**src/hdl/io_ctrl_map.svh**
```systemverilog
// Offsets, field positions, reset values and carrier codes of the I/O control block
// Behaviour
// - Decode op: working register nibble through decoder into selected latch slot
// - Blanking decode: zero nibble yields all-zero latch pattern
// - Pair load: register nibble on lines A-D, result nibble on E-H
// - Table load: table ROM word bits 0-7 straight onto lines A-H
// - Indexed decode, blank and pair forms take the nibble at the index pointer
// - Port C setup: bit 4 picks pull-low or low-level hold, bits 3-0 direction
// - Port C pull-low applies only to pins set as inputs
// - Port write ops drive the memory nibble onto the port output latch
// - Port read ops sample pins into result nibble and memory location
// - Special port A write: pins 1-2 from nibble, pin 3 immediate, pin 4 pulse
// - With wake enable, bit 6 picks key-press or every-cycle wake, then status
// - Mode 000 drives one column chosen by bits 3-0
// - Mode 001 drives all sixteen columns, bits 3-0 ignored
// - Mode 010 disables scanning, bits 3-0 ignored
// - Mode 10x drives eight columns chosen by bit 3
// - Mode 110 drives four columns chosen by bits 3-2
// - Mode 111 drives two adjacent columns chosen by bits 3-1
// - Scan setting from result and memory nibbles, or from the table ROM word
// - Buzzer: bits 8-6 pick carrier, bits 5-0 enable envelope taps
// - Converter control: bits 0-2 oscillator enables, bit 3 counter enable
// - Working register index maps to data memory address plus 70H
`ifndef IO_CTRL_MAP_SVH
`define IO_CTRL_MAP_SVH
`define WREG_BASE 9'h070
`define SETUP_PULL_BIT 4
`define SCAN_WAKE_BIT 6
`define SCAN_RESET 8'h20
`define BUZZ_RESET 9'h000
`define CONV_RESET 6'h00
`define TAP_4K 3
`define TAP_2K 4
`define TAP_1K 5
`define TAP_ENV_LO 10
`define CAR_GEN 3'h7
`define CAR_HIGH 3'h4
`define CAR_4K 3'h3
`define CAR_2K 3'h2
`define CAR_1K 3'h1
`define PORT_A 2'h0
`define PORT_C 2'h2
`endif

```
**src/hdl/io_ctrl_pkg.sv**
```systemverilog
// Types shared by the I/O control block and its core-side users
package io_ctrl_pkg;
  typedef enum logic [4:0] {
    OP_NOP = 5'h00,
    OP_DEC_R = 5'h01, OP_BLANK_R = 5'h02, OP_PAIR_R = 5'h03, OP_TAB = 5'h04,
    OP_DEC_HL = 5'h05, OP_BLANK_HL = 5'h06, OP_PAIR_HL = 5'h07,
    OP_SETUP_A = 5'h08, OP_SETUP_B = 5'h09, OP_SETUP_C = 5'h0A, OP_SETUP_D = 5'h0B,
    OP_WRITE_A = 5'h0C, OP_WRITE_B = 5'h0D, OP_WRITE_C = 5'h0E, OP_WRITE_D = 5'h0F,
    OP_READ_A = 5'h10, OP_READ_B = 5'h11, OP_READ_C = 5'h12, OP_READ_D = 5'h13,
    OP_WRITE_A_SPECIAL = 5'h14, OP_SCAN_IMM = 5'h15, OP_SCAN_REG = 5'h16,
    OP_SCAN_TAB = 5'h17, OP_BUZZ = 5'h18, OP_CONV = 5'h19
  } io_op_e;
  // One operation as the core presents it, with its operands already fetched
  typedef struct packed {
    io_op_e op;
    logic [4:0] latch_slot_index;
    logic [2:0] work_reg_index;
    logic [8:0] index_pointer;
    logic [8:0] imm;
    logic [3:0] mem_nibble;
    logic [3:0] main_result_nibble;
    logic [7:0] table_word;
  } io_req_s;
  typedef logic [3:0][3:0] port_bus_t;
endpackage

```
**src/hdl/io_instruction_peripheral_control.sv**
```systemverilog
// Port, latch-load, key-scan, buzzer and converter control for the I/O operations
`timescale 1ns/10ps
`default_nettype none
`include "io_ctrl_map.svh"
module io_instruction_peripheral_control (
  input wire logic core_clk_i,
  input wire logic resetn_i,
  input wire logic req_valid_i,
  input wire io_ctrl_pkg::io_req_s req_i,
  input wire io_ctrl_pkg::port_bus_t pin_i,
  input wire logic key_pressed_i,
  input wire logic scan_cycle_done_i,
  input wire logic keyscan_wake_enable_i,
  input wire logic wake_clr_i,
  input wire logic status_clr_i,
  input wire logic [15:0] prescaler_taps_i,
  input wire logic tone_generator_output_i,
  output logic latch_we_o,
  output logic [4:0] latch_addr_o,
  output logic [7:0] latch_data_o,
  output logic ac_we_o,
  output logic [3:0] ac_data_o,
  output logic mem_we_o,
  output logic [8:0] mem_addr_o,
  output logic [3:0] mem_data_o,
  output io_ctrl_pkg::port_bus_t port_out_o,
  output io_ctrl_pkg::port_bus_t port_oe_o,
  output io_ctrl_pkg::port_bus_t pull_low_o,
  output logic [3:0] port_c_hold_o,
  output logic [15:0] scan_columns_o,
  output logic keyscan_wake_request_o,
  output logic keyscan_status_flag_o,
  output logic tone_out_o,
  output logic tone_out_inverted_o,
  output logic [2:0] osc_enable_o,
  output logic counter_enable_o,
  output logic timer2_gate_o,
  output logic capacitor_gate_pin_o
);
  import io_ctrl_pkg::*;

  // Digit pattern decoder, segments a..g on bits 0..6
  function automatic logic [7:0] seg_decode(input logic [3:0] nib, input logic blank);
    logic [7:0] pat;
    pat = 8'h00;
    case (nib)
      4'h0: pat = 8'h3F; 4'h1: pat = 8'h06; 4'h2: pat = 8'h5B; 4'h3: pat = 8'h4F;
      4'h4: pat = 8'h66; 4'h5: pat = 8'h6D; 4'h6: pat = 8'h7D; 4'h7: pat = 8'h07;
      4'h8: pat = 8'h7F; 4'h9: pat = 8'h6F; 4'hA: pat = 8'h77; 4'hB: pat = 8'h7C;
      4'hC: pat = 8'h39; 4'hD: pat = 8'h5E; 4'hE: pat = 8'h79; default: pat = 8'h71;
    endcase
    if (blank && nib == 4'h0) begin
      pat = 8'h00;
    end
    return pat;
  endfunction

  // Column mask for a scan setting; used by the column drive logic
  function automatic logic [15:0] scan_mask(input logic [7:0] s);
    logic [15:0] m;
    m = 16'h0000;
    if (s[7] && !s[5]) begin
      m = s[3] ? 16'hFF00 : 16'h00FF;
    end else if (s[7] && s[5] && !s[4]) begin
      m = 16'h000F << {s[3:2], 2'b00};
    end else if (s[7] && s[5] && s[4]) begin
      m = 16'h0003 << {s[3:1], 1'b0};
    end else if (!s[5] && !s[4]) begin
      m = 16'h0001 << s[3:0];
    end else if (!s[5] && s[4]) begin
      m = 16'hFFFF;
    end else begin
      m = 16'h0000;
    end
    return m;
  endfunction

  // Two-stage synchronisers for all port pins and the key sense line
  port_bus_t pin_meta_ff, pin_sync_ff;
  logic key_meta_ff, key_sync_ff;
  always_ff @(posedge core_clk_i or negedge resetn_i) begin
    if (!resetn_i) begin
      pin_meta_ff <= '0;
      pin_sync_ff <= '0;
      key_meta_ff <= 1'b0;
      key_sync_ff <= 1'b0;
    end else begin
      pin_meta_ff <= pin_i;
      pin_sync_ff <= pin_meta_ff;
      key_meta_ff <= key_pressed_i;
      key_sync_ff <= key_meta_ff;
    end
  end

  // Operation effects: latch, write-back, port setup and output, settings
  logic latch_we_ff, nxt_latch_we;
  logic [4:0] latch_addr_ff, nxt_latch_addr;
  logic [7:0] latch_data_ff, nxt_latch_data;
  logic ac_we_ff, nxt_ac_we, mem_we_ff, nxt_mem_we;
  logic [3:0] ac_data_ff, nxt_ac_data, mem_data_ff, nxt_mem_data;
  logic [8:0] mem_addr_ff, nxt_mem_addr;
  port_bus_t out_ff, nxt_out, dir_ff, nxt_dir, pull_pin_ff, nxt_pull_pin;
  logic [3:0] pull_en_ff, nxt_pull_en, hold_ff, nxt_hold;
  logic pulse_ff, nxt_pulse;
  logic [7:0] scan_set_ff, nxt_scan_set;
  logic [8:0] buzz_ff, nxt_buzz;
  logic [5:0] conv_ff, nxt_conv;
  logic [1:0] port_sel;
  logic [8:0] wreg_addr;

  always_comb begin
    nxt_latch_we = 1'b0;
    nxt_latch_addr = latch_addr_ff;
    nxt_latch_data = latch_data_ff;
    nxt_ac_we = 1'b0;
    nxt_ac_data = ac_data_ff;
    nxt_mem_we = 1'b0;
    nxt_mem_addr = mem_addr_ff;
    nxt_mem_data = mem_data_ff;
    nxt_out = out_ff;
    nxt_dir = dir_ff;
    nxt_pull_en = pull_en_ff;
    nxt_pulse = 1'b0;
    nxt_scan_set = scan_set_ff;
    nxt_buzz = buzz_ff;
    nxt_conv = conv_ff;
    port_sel = req_i.op[1:0];
    wreg_addr = `WREG_BASE + {6'h00, req_i.work_reg_index};
    // The pin 4 pulse lasts one cycle; a new write may restart it
    if (pulse_ff) begin
      nxt_out[`PORT_A][3] = 1'b0;
    end
    if (req_valid_i) begin
      case (req_i.op)
        OP_DEC_R, OP_DEC_HL, OP_BLANK_R, OP_BLANK_HL: begin
          nxt_latch_we = 1'b1;
          nxt_latch_addr = req_i.latch_slot_index;
          nxt_latch_data = seg_decode(req_i.mem_nibble, req_i.op[1]);
        end
        OP_PAIR_R, OP_PAIR_HL: begin
          nxt_latch_we = 1'b1;
          nxt_latch_addr = req_i.latch_slot_index;
          nxt_latch_data = {req_i.main_result_nibble, req_i.mem_nibble};
        end
        OP_TAB: begin
          nxt_latch_we = 1'b1;
          nxt_latch_addr = req_i.latch_slot_index;
          nxt_latch_data = req_i.table_word;
        end
        OP_SETUP_A, OP_SETUP_B, OP_SETUP_C, OP_SETUP_D: begin
          nxt_pull_en[port_sel] = req_i.imm[`SETUP_PULL_BIT];
          nxt_dir[port_sel] = req_i.imm[3:0];
        end
        OP_WRITE_A, OP_WRITE_B, OP_WRITE_C, OP_WRITE_D: begin
          nxt_out[port_sel] = req_i.mem_nibble;
        end
        OP_READ_A, OP_READ_B, OP_READ_C, OP_READ_D: begin
          nxt_ac_we = 1'b1;
          nxt_ac_data = pin_sync_ff[port_sel];
          nxt_mem_we = 1'b1;
          nxt_mem_addr = wreg_addr;
          nxt_mem_data = pin_sync_ff[port_sel];
        end
        OP_WRITE_A_SPECIAL: begin
          nxt_out[`PORT_A] = {1'b1, req_i.imm[0], req_i.mem_nibble[1:0]};
          nxt_pulse = 1'b1;
        end
        OP_SCAN_IMM: nxt_scan_set = req_i.imm[7:0];
        OP_SCAN_REG: nxt_scan_set = {req_i.main_result_nibble, req_i.mem_nibble};
        OP_SCAN_TAB: nxt_scan_set = req_i.table_word;
        OP_BUZZ: nxt_buzz = req_i.imm;
        OP_CONV: nxt_conv = req_i.imm[5:0];
        default: nxt_latch_we = 1'b0;
      endcase
    end
    // Per-pin pull enables are registered so the pins see no decode glitches
    for (int p = 0; p < 4; p++) begin
      nxt_pull_pin[p] = nxt_pull_en[p] ? 4'hF : 4'h0;
    end
    nxt_pull_pin[`PORT_C] = nxt_pull_en[`PORT_C] ? ~nxt_dir[`PORT_C] : 4'h0;
    nxt_hold = nxt_pull_en[`PORT_C] ? 4'h0 : ~nxt_dir[`PORT_C];
  end

  always_ff @(posedge core_clk_i or negedge resetn_i) begin
    if (!resetn_i) begin
      latch_we_ff <= 1'b0;
      latch_addr_ff <= 5'h00;
      latch_data_ff <= 8'h00;
      ac_we_ff <= 1'b0;
      ac_data_ff <= 4'h0;
      mem_we_ff <= 1'b0;
      mem_addr_ff <= 9'h000;
      mem_data_ff <= 4'h0;
      out_ff <= '0;
      dir_ff <= '0;
      pull_en_ff <= 4'h0;
      pull_pin_ff <= '0;
      hold_ff <= 4'hF;
      pulse_ff <= 1'b0;
      scan_set_ff <= `SCAN_RESET;
      buzz_ff <= `BUZZ_RESET;
      conv_ff <= `CONV_RESET;
    end else begin
      latch_we_ff <= nxt_latch_we;
      latch_addr_ff <= nxt_latch_addr;
      latch_data_ff <= nxt_latch_data;
      ac_we_ff <= nxt_ac_we;
      ac_data_ff <= nxt_ac_data;
      mem_we_ff <= nxt_mem_we;
      mem_addr_ff <= nxt_mem_addr;
      mem_data_ff <= nxt_mem_data;
      out_ff <= nxt_out;
      dir_ff <= nxt_dir;
      pull_en_ff <= nxt_pull_en;
      pull_pin_ff <= nxt_pull_pin;
      hold_ff <= nxt_hold;
      pulse_ff <= nxt_pulse;
      scan_set_ff <= nxt_scan_set;
      buzz_ff <= nxt_buzz;
      conv_ff <= nxt_conv;
    end
  end

  // Key scan: column drive, wake request, then status one cycle later
  logic [15:0] cols_ff, nxt_cols;
  logic wake_ff, nxt_wake, status_ff, nxt_status, pend_ff, nxt_pend;
  logic scan_on, wake_hit;
  always_comb begin
    scan_on = !(!scan_set_ff[7] && scan_set_ff[5:4] == 2'h2); // Mode 010 switches scanning off
    wake_hit = scan_cycle_done_i && scan_on && keyscan_wake_enable_i &&
               (scan_set_ff[`SCAN_WAKE_BIT] || key_sync_ff);
    nxt_cols = scan_mask(scan_set_ff);
    nxt_pend = wake_hit;
    // Set beats clear so an event in the clearing cycle is kept
    nxt_wake = wake_hit || (wake_ff && !wake_clr_i);
    nxt_status = pend_ff || (status_ff && !status_clr_i);
  end

  always_ff @(posedge core_clk_i or negedge resetn_i) begin
    if (!resetn_i) begin
      cols_ff <= 16'h0000;
      wake_ff <= 1'b0;
      status_ff <= 1'b0;
      pend_ff <= 1'b0;
    end else begin
      cols_ff <= nxt_cols;
      wake_ff <= nxt_wake;
      status_ff <= nxt_status;
      pend_ff <= nxt_pend;
    end
  end

  // Buzzer carrier and envelope; taps come from the same-clock prescaler
  logic tone_ff, nxt_tone, tone_n_ff, nxt_tone_n, carrier, env;
  always_comb begin
    case (buzz_ff[8:6])
      `CAR_GEN: carrier = tone_generator_output_i;
      `CAR_HIGH: carrier = 1'b1;
      `CAR_4K: carrier = prescaler_taps_i[`TAP_4K];
      `CAR_2K: carrier = prescaler_taps_i[`TAP_2K];
      `CAR_1K: carrier = prescaler_taps_i[`TAP_1K];
      default: carrier = 1'b0;
    endcase
    env = (buzz_ff[5:0] == 6'h00) || |(buzz_ff[5:0] & prescaler_taps_i[`TAP_ENV_LO +: 6]);
    nxt_tone = carrier && env;
    nxt_tone_n = !(carrier && env); // Own flop keeps both tone pins on one edge
  end

  always_ff @(posedge core_clk_i or negedge resetn_i) begin
    if (!resetn_i) begin
      tone_ff <= 1'b0;
      tone_n_ff <= 1'b1;
    end else begin
      tone_ff <= nxt_tone;
      tone_n_ff <= nxt_tone_n;
    end
  end

  assign latch_we_o = latch_we_ff;
  assign latch_addr_o = latch_addr_ff;
  assign latch_data_o = latch_data_ff;
  assign ac_we_o = ac_we_ff;
  assign ac_data_o = ac_data_ff;
  assign mem_we_o = mem_we_ff;
  assign mem_addr_o = mem_addr_ff;
  assign mem_data_o = mem_data_ff;
  assign port_out_o = out_ff;
  assign port_oe_o = dir_ff;
  assign pull_low_o = pull_pin_ff;
  assign port_c_hold_o = hold_ff;
  assign scan_columns_o = cols_ff;
  assign keyscan_wake_request_o = wake_ff;
  assign keyscan_status_flag_o = status_ff;
  assign tone_out_o = tone_ff;
  assign tone_out_inverted_o = tone_n_ff;
  // Gate bits are stored as written; software keeps them consistent
  assign osc_enable_o = conv_ff[2:0];
  assign counter_enable_o = conv_ff[3];
  assign timer2_gate_o = conv_ff[4];
  assign capacitor_gate_pin_o = conv_ff[5];
endmodule // io_instruction_peripheral_control
`default_nettype wire

```
**config.mk**
```make
export PLATFORM = sky130hd
export DESIGN_NAME = io_instruction_peripheral_control
export DESIGN_NICKNAME = d
export VERILOG_FILES = /design/src/hdl/io_ctrl_pkg.sv /design/src/hdl/io_instruction_peripheral_control.sv
export VERILOG_INCLUDE_DIRS = /design/src /design/src/hdl
export SDC_FILE = /design/constraint.sdc
export NUM_CORES = 1
export LEC_CHECK = 0
export ABC_AREA = 0
export BUFFER_PORTS_ARGS = -buffer_cell sky130_fd_sc_hd__buf_2
export CAP_MARGIN = 20
export CORE_MARGIN = 1
export CORE_UTILIZATION = 46
export DETAILED_ROUTE_END_ITERATION = 8
export PLACE_DENSITY_LB_ADDON = 0.08
export REMOVE_ABC_BUFFERS = 1
export SLEW_MARGIN = 20
export SYNTH_ARGS = -nofsm -noshare
export SYNTH_HDL_FRONTEND = slang
export SYNTH_SLANG_ARGS = --single-unit
export TNS_END_PERCENT = 100
```
**constraint.sdc**
```tcl
create_clock -name core_clk_i -period 1.32 [get_ports core_clk_i]
set_input_delay 0.132 -clock core_clk_i [delete_from_list [all_inputs] [get_ports core_clk_i]]
set_output_delay 0.132 -clock core_clk_i [all_outputs]
set_load 0.02 [all_outputs]
```
* Word-level counts from Yosys, hierarchy flattened
Memories as Yosys holds them, arrays and structs flattened. Cells that the tools add are included.
Operators by class: add/sub/neg operators 1, $lt $le $gt $ge 2, eq/ne operators 31, shift-type cells 3, muxes and demuxes 37, bitwise operators 2, reductions and logical operators 47
Operators by type and width (count):
- 2-to-1 mux 16 bit | 6
- == test 5 bit, second input constant | 10
- case mux 8 bit (3 select lines) | 2
- == test 5 x 4 -> 1 bit, second input constant | 8
- 2-to-1 mux 4 bit | 10
- bitwise mux 16 bit | 2
- 2-to-1 mux 12 bit | 2
- == test 5 x 3 -> 1 bit, second input constant | 4
- AND reduction 2 bit | 9
- OR reduction 4 bit | 4
- << shifter 1 x 4 -> 16 bit, first input constant | 1
- << shifter 2 x 4 -> 16 bit, first input constant | 1
- << shifter 4 x 4 -> 16 bit, first input constant | 1
- logical AND 1 bit | 15
- == test 5 x 2 -> 1 bit, second input constant | 2
- adder 7 x 3 -> 8 bit, first input constant | 1
- binary-select mux 4 bit (select 2 bit) | 1
- demux 4 bit (select 2 bit) | 1
- 2-to-1 mux 1 bit | 8
- 2-to-1 mux 8 bit | 1
- case mux 4 bit (2 select lines) | 1
- zero test 1 bit | 7
- OR reduction 7 bit | 1
- bitwise AND 6 bit | 1
- 18 further kinds | 24
Storage, ports and cells: flip-flop bits (word level) 163, bits in read-only memories 112, input bits 88, output and inout port bits 111, logic and storage cells 165, memories 1
Memories:
- (name not given) | words 16, width 7, rd ports 1, clocked after Yosys merged registers in 0, write ports 0, RTL line io_instruction_peripheral_control.sv:46 | case (nib)

* Logic depth before layout (Yosys ltp)
depth after elaboration 9, mapped depth 7, gate-level depth less buffers 6

* Least setup slack after synthesis
OpenSTA, ideal clock, no wires.
path kind input port to flip-flop, start input port req_i[12] (netlist bit), end register latch_data_ff[3] (netlist: latch_data_o[3]), library setup time 83 ps, arrival time 1346 ps, required time 1237 ps, slack -110 ps, cell stages on the path 6, path buffers 1, cells stage by stage clkbuf_1 -> inv_1 -> ha_1 -> inv_1 -> mux4_2 -> o22ai_1
On the way: longest elaborated chain between the ends 4, elaborated cells on any way between the ends 5, those cells by class mux (2); reduce/logical (2); memory (1)
Ends and longest elaborated chain:
- from (decl) | RTL line io_instruction_peripheral_control.sv:9 | input wire io_ctrl_pkg::io_req_s req_i,
- branches (longest 2 deep; another with memory read (16 x 7 bit))
- 2-to-1 mux 8 bit * | RTL line io_instruction_peripheral_control.sv:52 | if (blank && nib == 4'h0) begin
- case mux 8 bit (3 select lines) * | RTL line io_instruction_peripheral_control.sv:134 | case (req_i.op)
- to (signal assigned) | RTL line io_instruction_peripheral_control.sv:206 | latch_data_ff <= nxt_latch_data;
- to (decl) | RTL line io_instruction_peripheral_control.sv:98 | logic [7:0] latch_data_ff, nxt_latch_data;
Mark *: on every way between the ends. A chain may end at the register's enable or synchronous reset.

* Final worst setup path
start register buzz_ff[1], end register tone_ff (netlist: tone_out_o)
On the way: longest elaborated chain between the ends 4, elaborated cells on any way between the ends 5, those cells by class bitwise (1); reduce/logical (4)
Ends and longest elaborated chain:
- from (decl) | RTL line io_instruction_peripheral_control.sv:106 | logic [8:0] buzz_ff, nxt_buzz;
- from (signal assigned) | RTL line io_instruction_peripheral_control.sv:201 | buzz_ff <= `BUZZ_RESET;
- from (signal assigned) | RTL line io_instruction_peripheral_control.sv:219 | buzz_ff <= nxt_buzz;
- bitwise AND 6 bit | RTL line io_instruction_peripheral_control.sv:264 | env = (buzz_ff[5:0] == 6'h00) || |(buzz_ff[5:0] & prescaler_taps_i[`TAP_ENV_LO +: 6]);
- OR reduction 6 bit | RTL line io_instruction_peripheral_control.sv:264
- logical OR 1 bit * | RTL line io_instruction_peripheral_control.sv:264
- logical AND 1 bit * | RTL line io_instruction_peripheral_control.sv:265 | nxt_tone = carrier && env;
- net nxt_tone | RTL line io_instruction_peripheral_control.sv:254 | logic tone_ff, nxt_tone, tone_n_ff, nxt_tone_n, carrier, env;
- to (signal assigned) | RTL line io_instruction_peripheral_control.sv:274 | tone_ff <= nxt_tone;
- to (decl) | RTL line io_instruction_peripheral_control.sv:254
Mark *: on every way through the listed nets, which the timed path passes. The rest lies on a longest branch.

==> results.tsv <==
metric	value	unit
initial antenna violation count	0	
Placer Congestion	0.821	
CTS tree	yes	
Worst Clk Skew	0.00583	ns
Final Instance Area	8370	µm²
Tcrit/Tclk final	105	%
reg2reg start	buzz_ff[1]	
Row Count	41	
Hold/Removal Path Class	in2reg	
DR vias	4497	
Synth Flop Type	dfrtp_1	
R2R depth	3	
H-tree depth	4	
nets	823	
Global Route Usage Sum	21.6	%
highest clock rate	0.719	GHz
number of synthesis warnings	0	
dpl ws	-0.237	ns
fill count	1007	
Placed Instances	844	
Tot Pwr	14.0	mW
Post-route DRC	0	
CP Max Fanout	2	
crit path launch type	register	
first-pass GRT wire length	21700	µm
RSZ-0062 raised after global routing	true	
LEAKAGE	4.13	nW
Post-synth ARST share	100	%
Post-synth EDFFs	0	
count of final setup violators	2	
Sink Count	146	
status	complete, but fails checks	
Area Growth Syn to Fin	38.2	%
Post-Route WL	13900	µm
Detailed Route Iter0 Violations	206	
Die H	117	µm
setup_tns	-0.124	ns
end of the worst hold path	scan_set_ff[5]	
critical path arrival	1.75	ns
CTS root buf	clkbuf_16	
initial core utilization	47.6	%
Hold Path Depth	3	
failing checks	setup timing	
DR WL/cell	15.2	µm
post-synthesis cell area	6050	µm²
post-route insts no fill	915	
clk slew on worst S/H paths	0.06	ns
min Tclk post-route	1.39	ns
CP max stage delay	0.53	ns
die area	13600	µm²
Final Hold Viols	0	
DRT Pass-1 Iters	4	
setup bufs post-CTS	0	
sequential area share after synthesis	60.5	%
HP Start	req_i[5]	
Post-DRT Antenna Nets	0	
r2r endpoint	tone_out_o	
CTS Buf Count	17	
max-slew violation count	0	
Seq cells post-synth	146	
Die X-Extent	117	µm
vias per cell	4.91	
Max-cap violations	0	
largest net degree at the start of global routing	40	
PortBufs	179	
post-synth cell types	57	
grt ovf	0	
CP Cell Sequence	or4_1 > o31ai_2 > o221a_2	
slowest CP cell	or4_1	
Power per Cell Area	1680	nW/µm²
post-route setup slack	-0.0710	ns
Clk Latency, worst-skew pair	0.42	ns
maximum vdd ir drop	0.948	mV
CTS Buffer Depth	2	
Gate Count Post-Synth	482	
Crit. End Element	register	
HPWL after DPL	9980	µm
CP required	1.68	ns
diode count	0	
vias in the first global route	4405	
I/O pin cnt	199	
Setup Crit Path Kind	reg2reg	
R2R setup slack	-0.07	ns
mean area per synthesized cell	12.6	µm²
Placed Area	7350	µm²
share of cells above drive strength 1	47.1	%
core area	12700	µm²
sequential cells by signal, indices dropped and copies added (netlist names), 3 cells and up:
name            flops
buzz_ff             9
port_out_o         16
scan_columns_o     16
port_oe_o          16
pin_sync_ff        16
mem_data_o          4
conv_ff             6
latch_addr_o        5
port_c_hold_o       4
pin_meta_ff        16
pull_en_ff          3
latch_data_o        8
pull_low_o          5
mem_addr_o          4
scan_set_ff         8
layer usage:
layer | vias to the layer above | track usage, % | routed length, µm
li1 | 2157 | - | -
met1 | 2184 | 27.6 | 6150
met4 | 0 | 8.69 | 197
met5 | - | 0 | 0
met3 | 17 | 6.43 | 759
met2 | 139 | 34.6 | 6770
worst max-delay path: cells and delay by family, from the launching register on:
kind / cells / cell delay [ns]
flip-flops: 1 / 0.37
AND/OR/NAND/NOR: 1 / 0.53
AO/OA/AOI/OAI: 2 / 0.43
metrics by stage:
stage | hold WS [ns] | utilization [%]
after floorplan | -0.164 | -
after global placement | 0.0241 | 57.7
after detailed placement | 0.0284 | 57.7
after CTS | 0.0196 | 65.6
after global routing | 0.0411 | 65.8
final | 0.0387 | 65.8
repair_timing:
| item | CTS | global route |
|---|---|---|
| hold buffers | 39 | 0 |
| hold endpoints to repair | 178 | 0 |
| resized for setup | 1 | 5 |
| setup endpoints to repair | 2 | 14 |
cells in the final DEF, fill, tap and decap left out, types with 3 or more instances in the layout:
cell           instances
buf_4                 49
mux2_2                53
mux2i_1                3
buf_12                 5
o22ai_1                6
a21oi_1               18
dfrtp_1              139
dfstp_2                6
nand2b_1               6
dlygate4sd3_1         39
nor2_1                38
clkinvlp_4             4
nand4_1                3
clkbuf_16             17
a221oi_1               8
o21ai_0               26
ha_1                   5
nand3_1                6
inv_1                 10
a31oi_1               11
conb_1                 3
nand2_1               37
buf_2                178
inv_6                  3
nor2b_1               12
mux4_2                 5
cells in the mapped netlist (all sizes together) (2+ instances only):
cell type,n,area [µm²]
mux2,53,597
o31ai,2,15.0
a21oi,18,90.1
or2,2,12.5
mux2i,4,52.6
nor2b,12,75.1
o211ai,2,15.0
a22oi,3,22.5
nand2,38,143
buf,35,259
a21o,2,15.0
a221oi,8,70.1
o21ai,26,130
o22ai,6,37.5
ha,5,62.6
nand3,7,40.0
dfrtp,140,3500
a31oi,11,68.8
nor3,3,31.3
inv,11,41.3
dfstp,6,158
nor2,39,149
and4bb,2,25.0
nand3b,2,27.5
and2,2,12.5
nor3b,3,33.8
nand2b,6,37.5
clkbuf,10,38.8
mux4,5,113
nand4,3,18.8
power by group:
group / internal, mW / switching, mW / leakage, nW / total, mW
Clock: 2.91 / 1.89 / 0.285 / 4.80
Sequential: 5.34 / 0.431 / 1.78 / 5.77
Combinational: 1.39 / 2.05 / 2.07 / 3.44
Total: 9.64 / 4.37 / 4.13 / 14.0
area by class of cell:
| cell class | instances | area, µm² | area share, % |
|---|---|---|---|
| inverter | 11 | 41.3 | 0.493 |
| tap | 172 | 215 | 2.57 |
| timing repair buffer | 272 | 1760 | 21.0 |
| sequential | 146 | 3660 | 43.8 |
| multi-input combinational | 282 | 2080 | 24.9 |
| clock inverter | 13 | 150 | 1.79 |
| clock buffer | 19 | 453 | 5.41 |
cell families after synthesis:
group,synth area share (%)
flops,60.5
simple gates,11.1
compound gates,9.01
mux,12.6
buf+inv,5.60
fa+ha+maj,1.03
other cells,0.0620
xor+xnor,0.145
worst max-delay path by stage:
stage / cells after the start / start / to / slack (ns)
5_1_grt: 3 / buzz_ff[1] / tone_out_o / -0.14
6_report: 3 / buzz_ff[1] / tone_out_o / -0.07
2_1_floorplan: 3 / req_i[45] / mem_addr_o[0] / -0.20
4_1_cts: 3 / buzz_ff[1] / tone_out_o / -0.08
3_5_place_dp: 6 / req_i[42] / latch_data_o[0] / -0.24
3_3_place_gp: 6 / req_i[42] / latch_data_o[5] / -0.18
(Power assumes the default switching activity.)
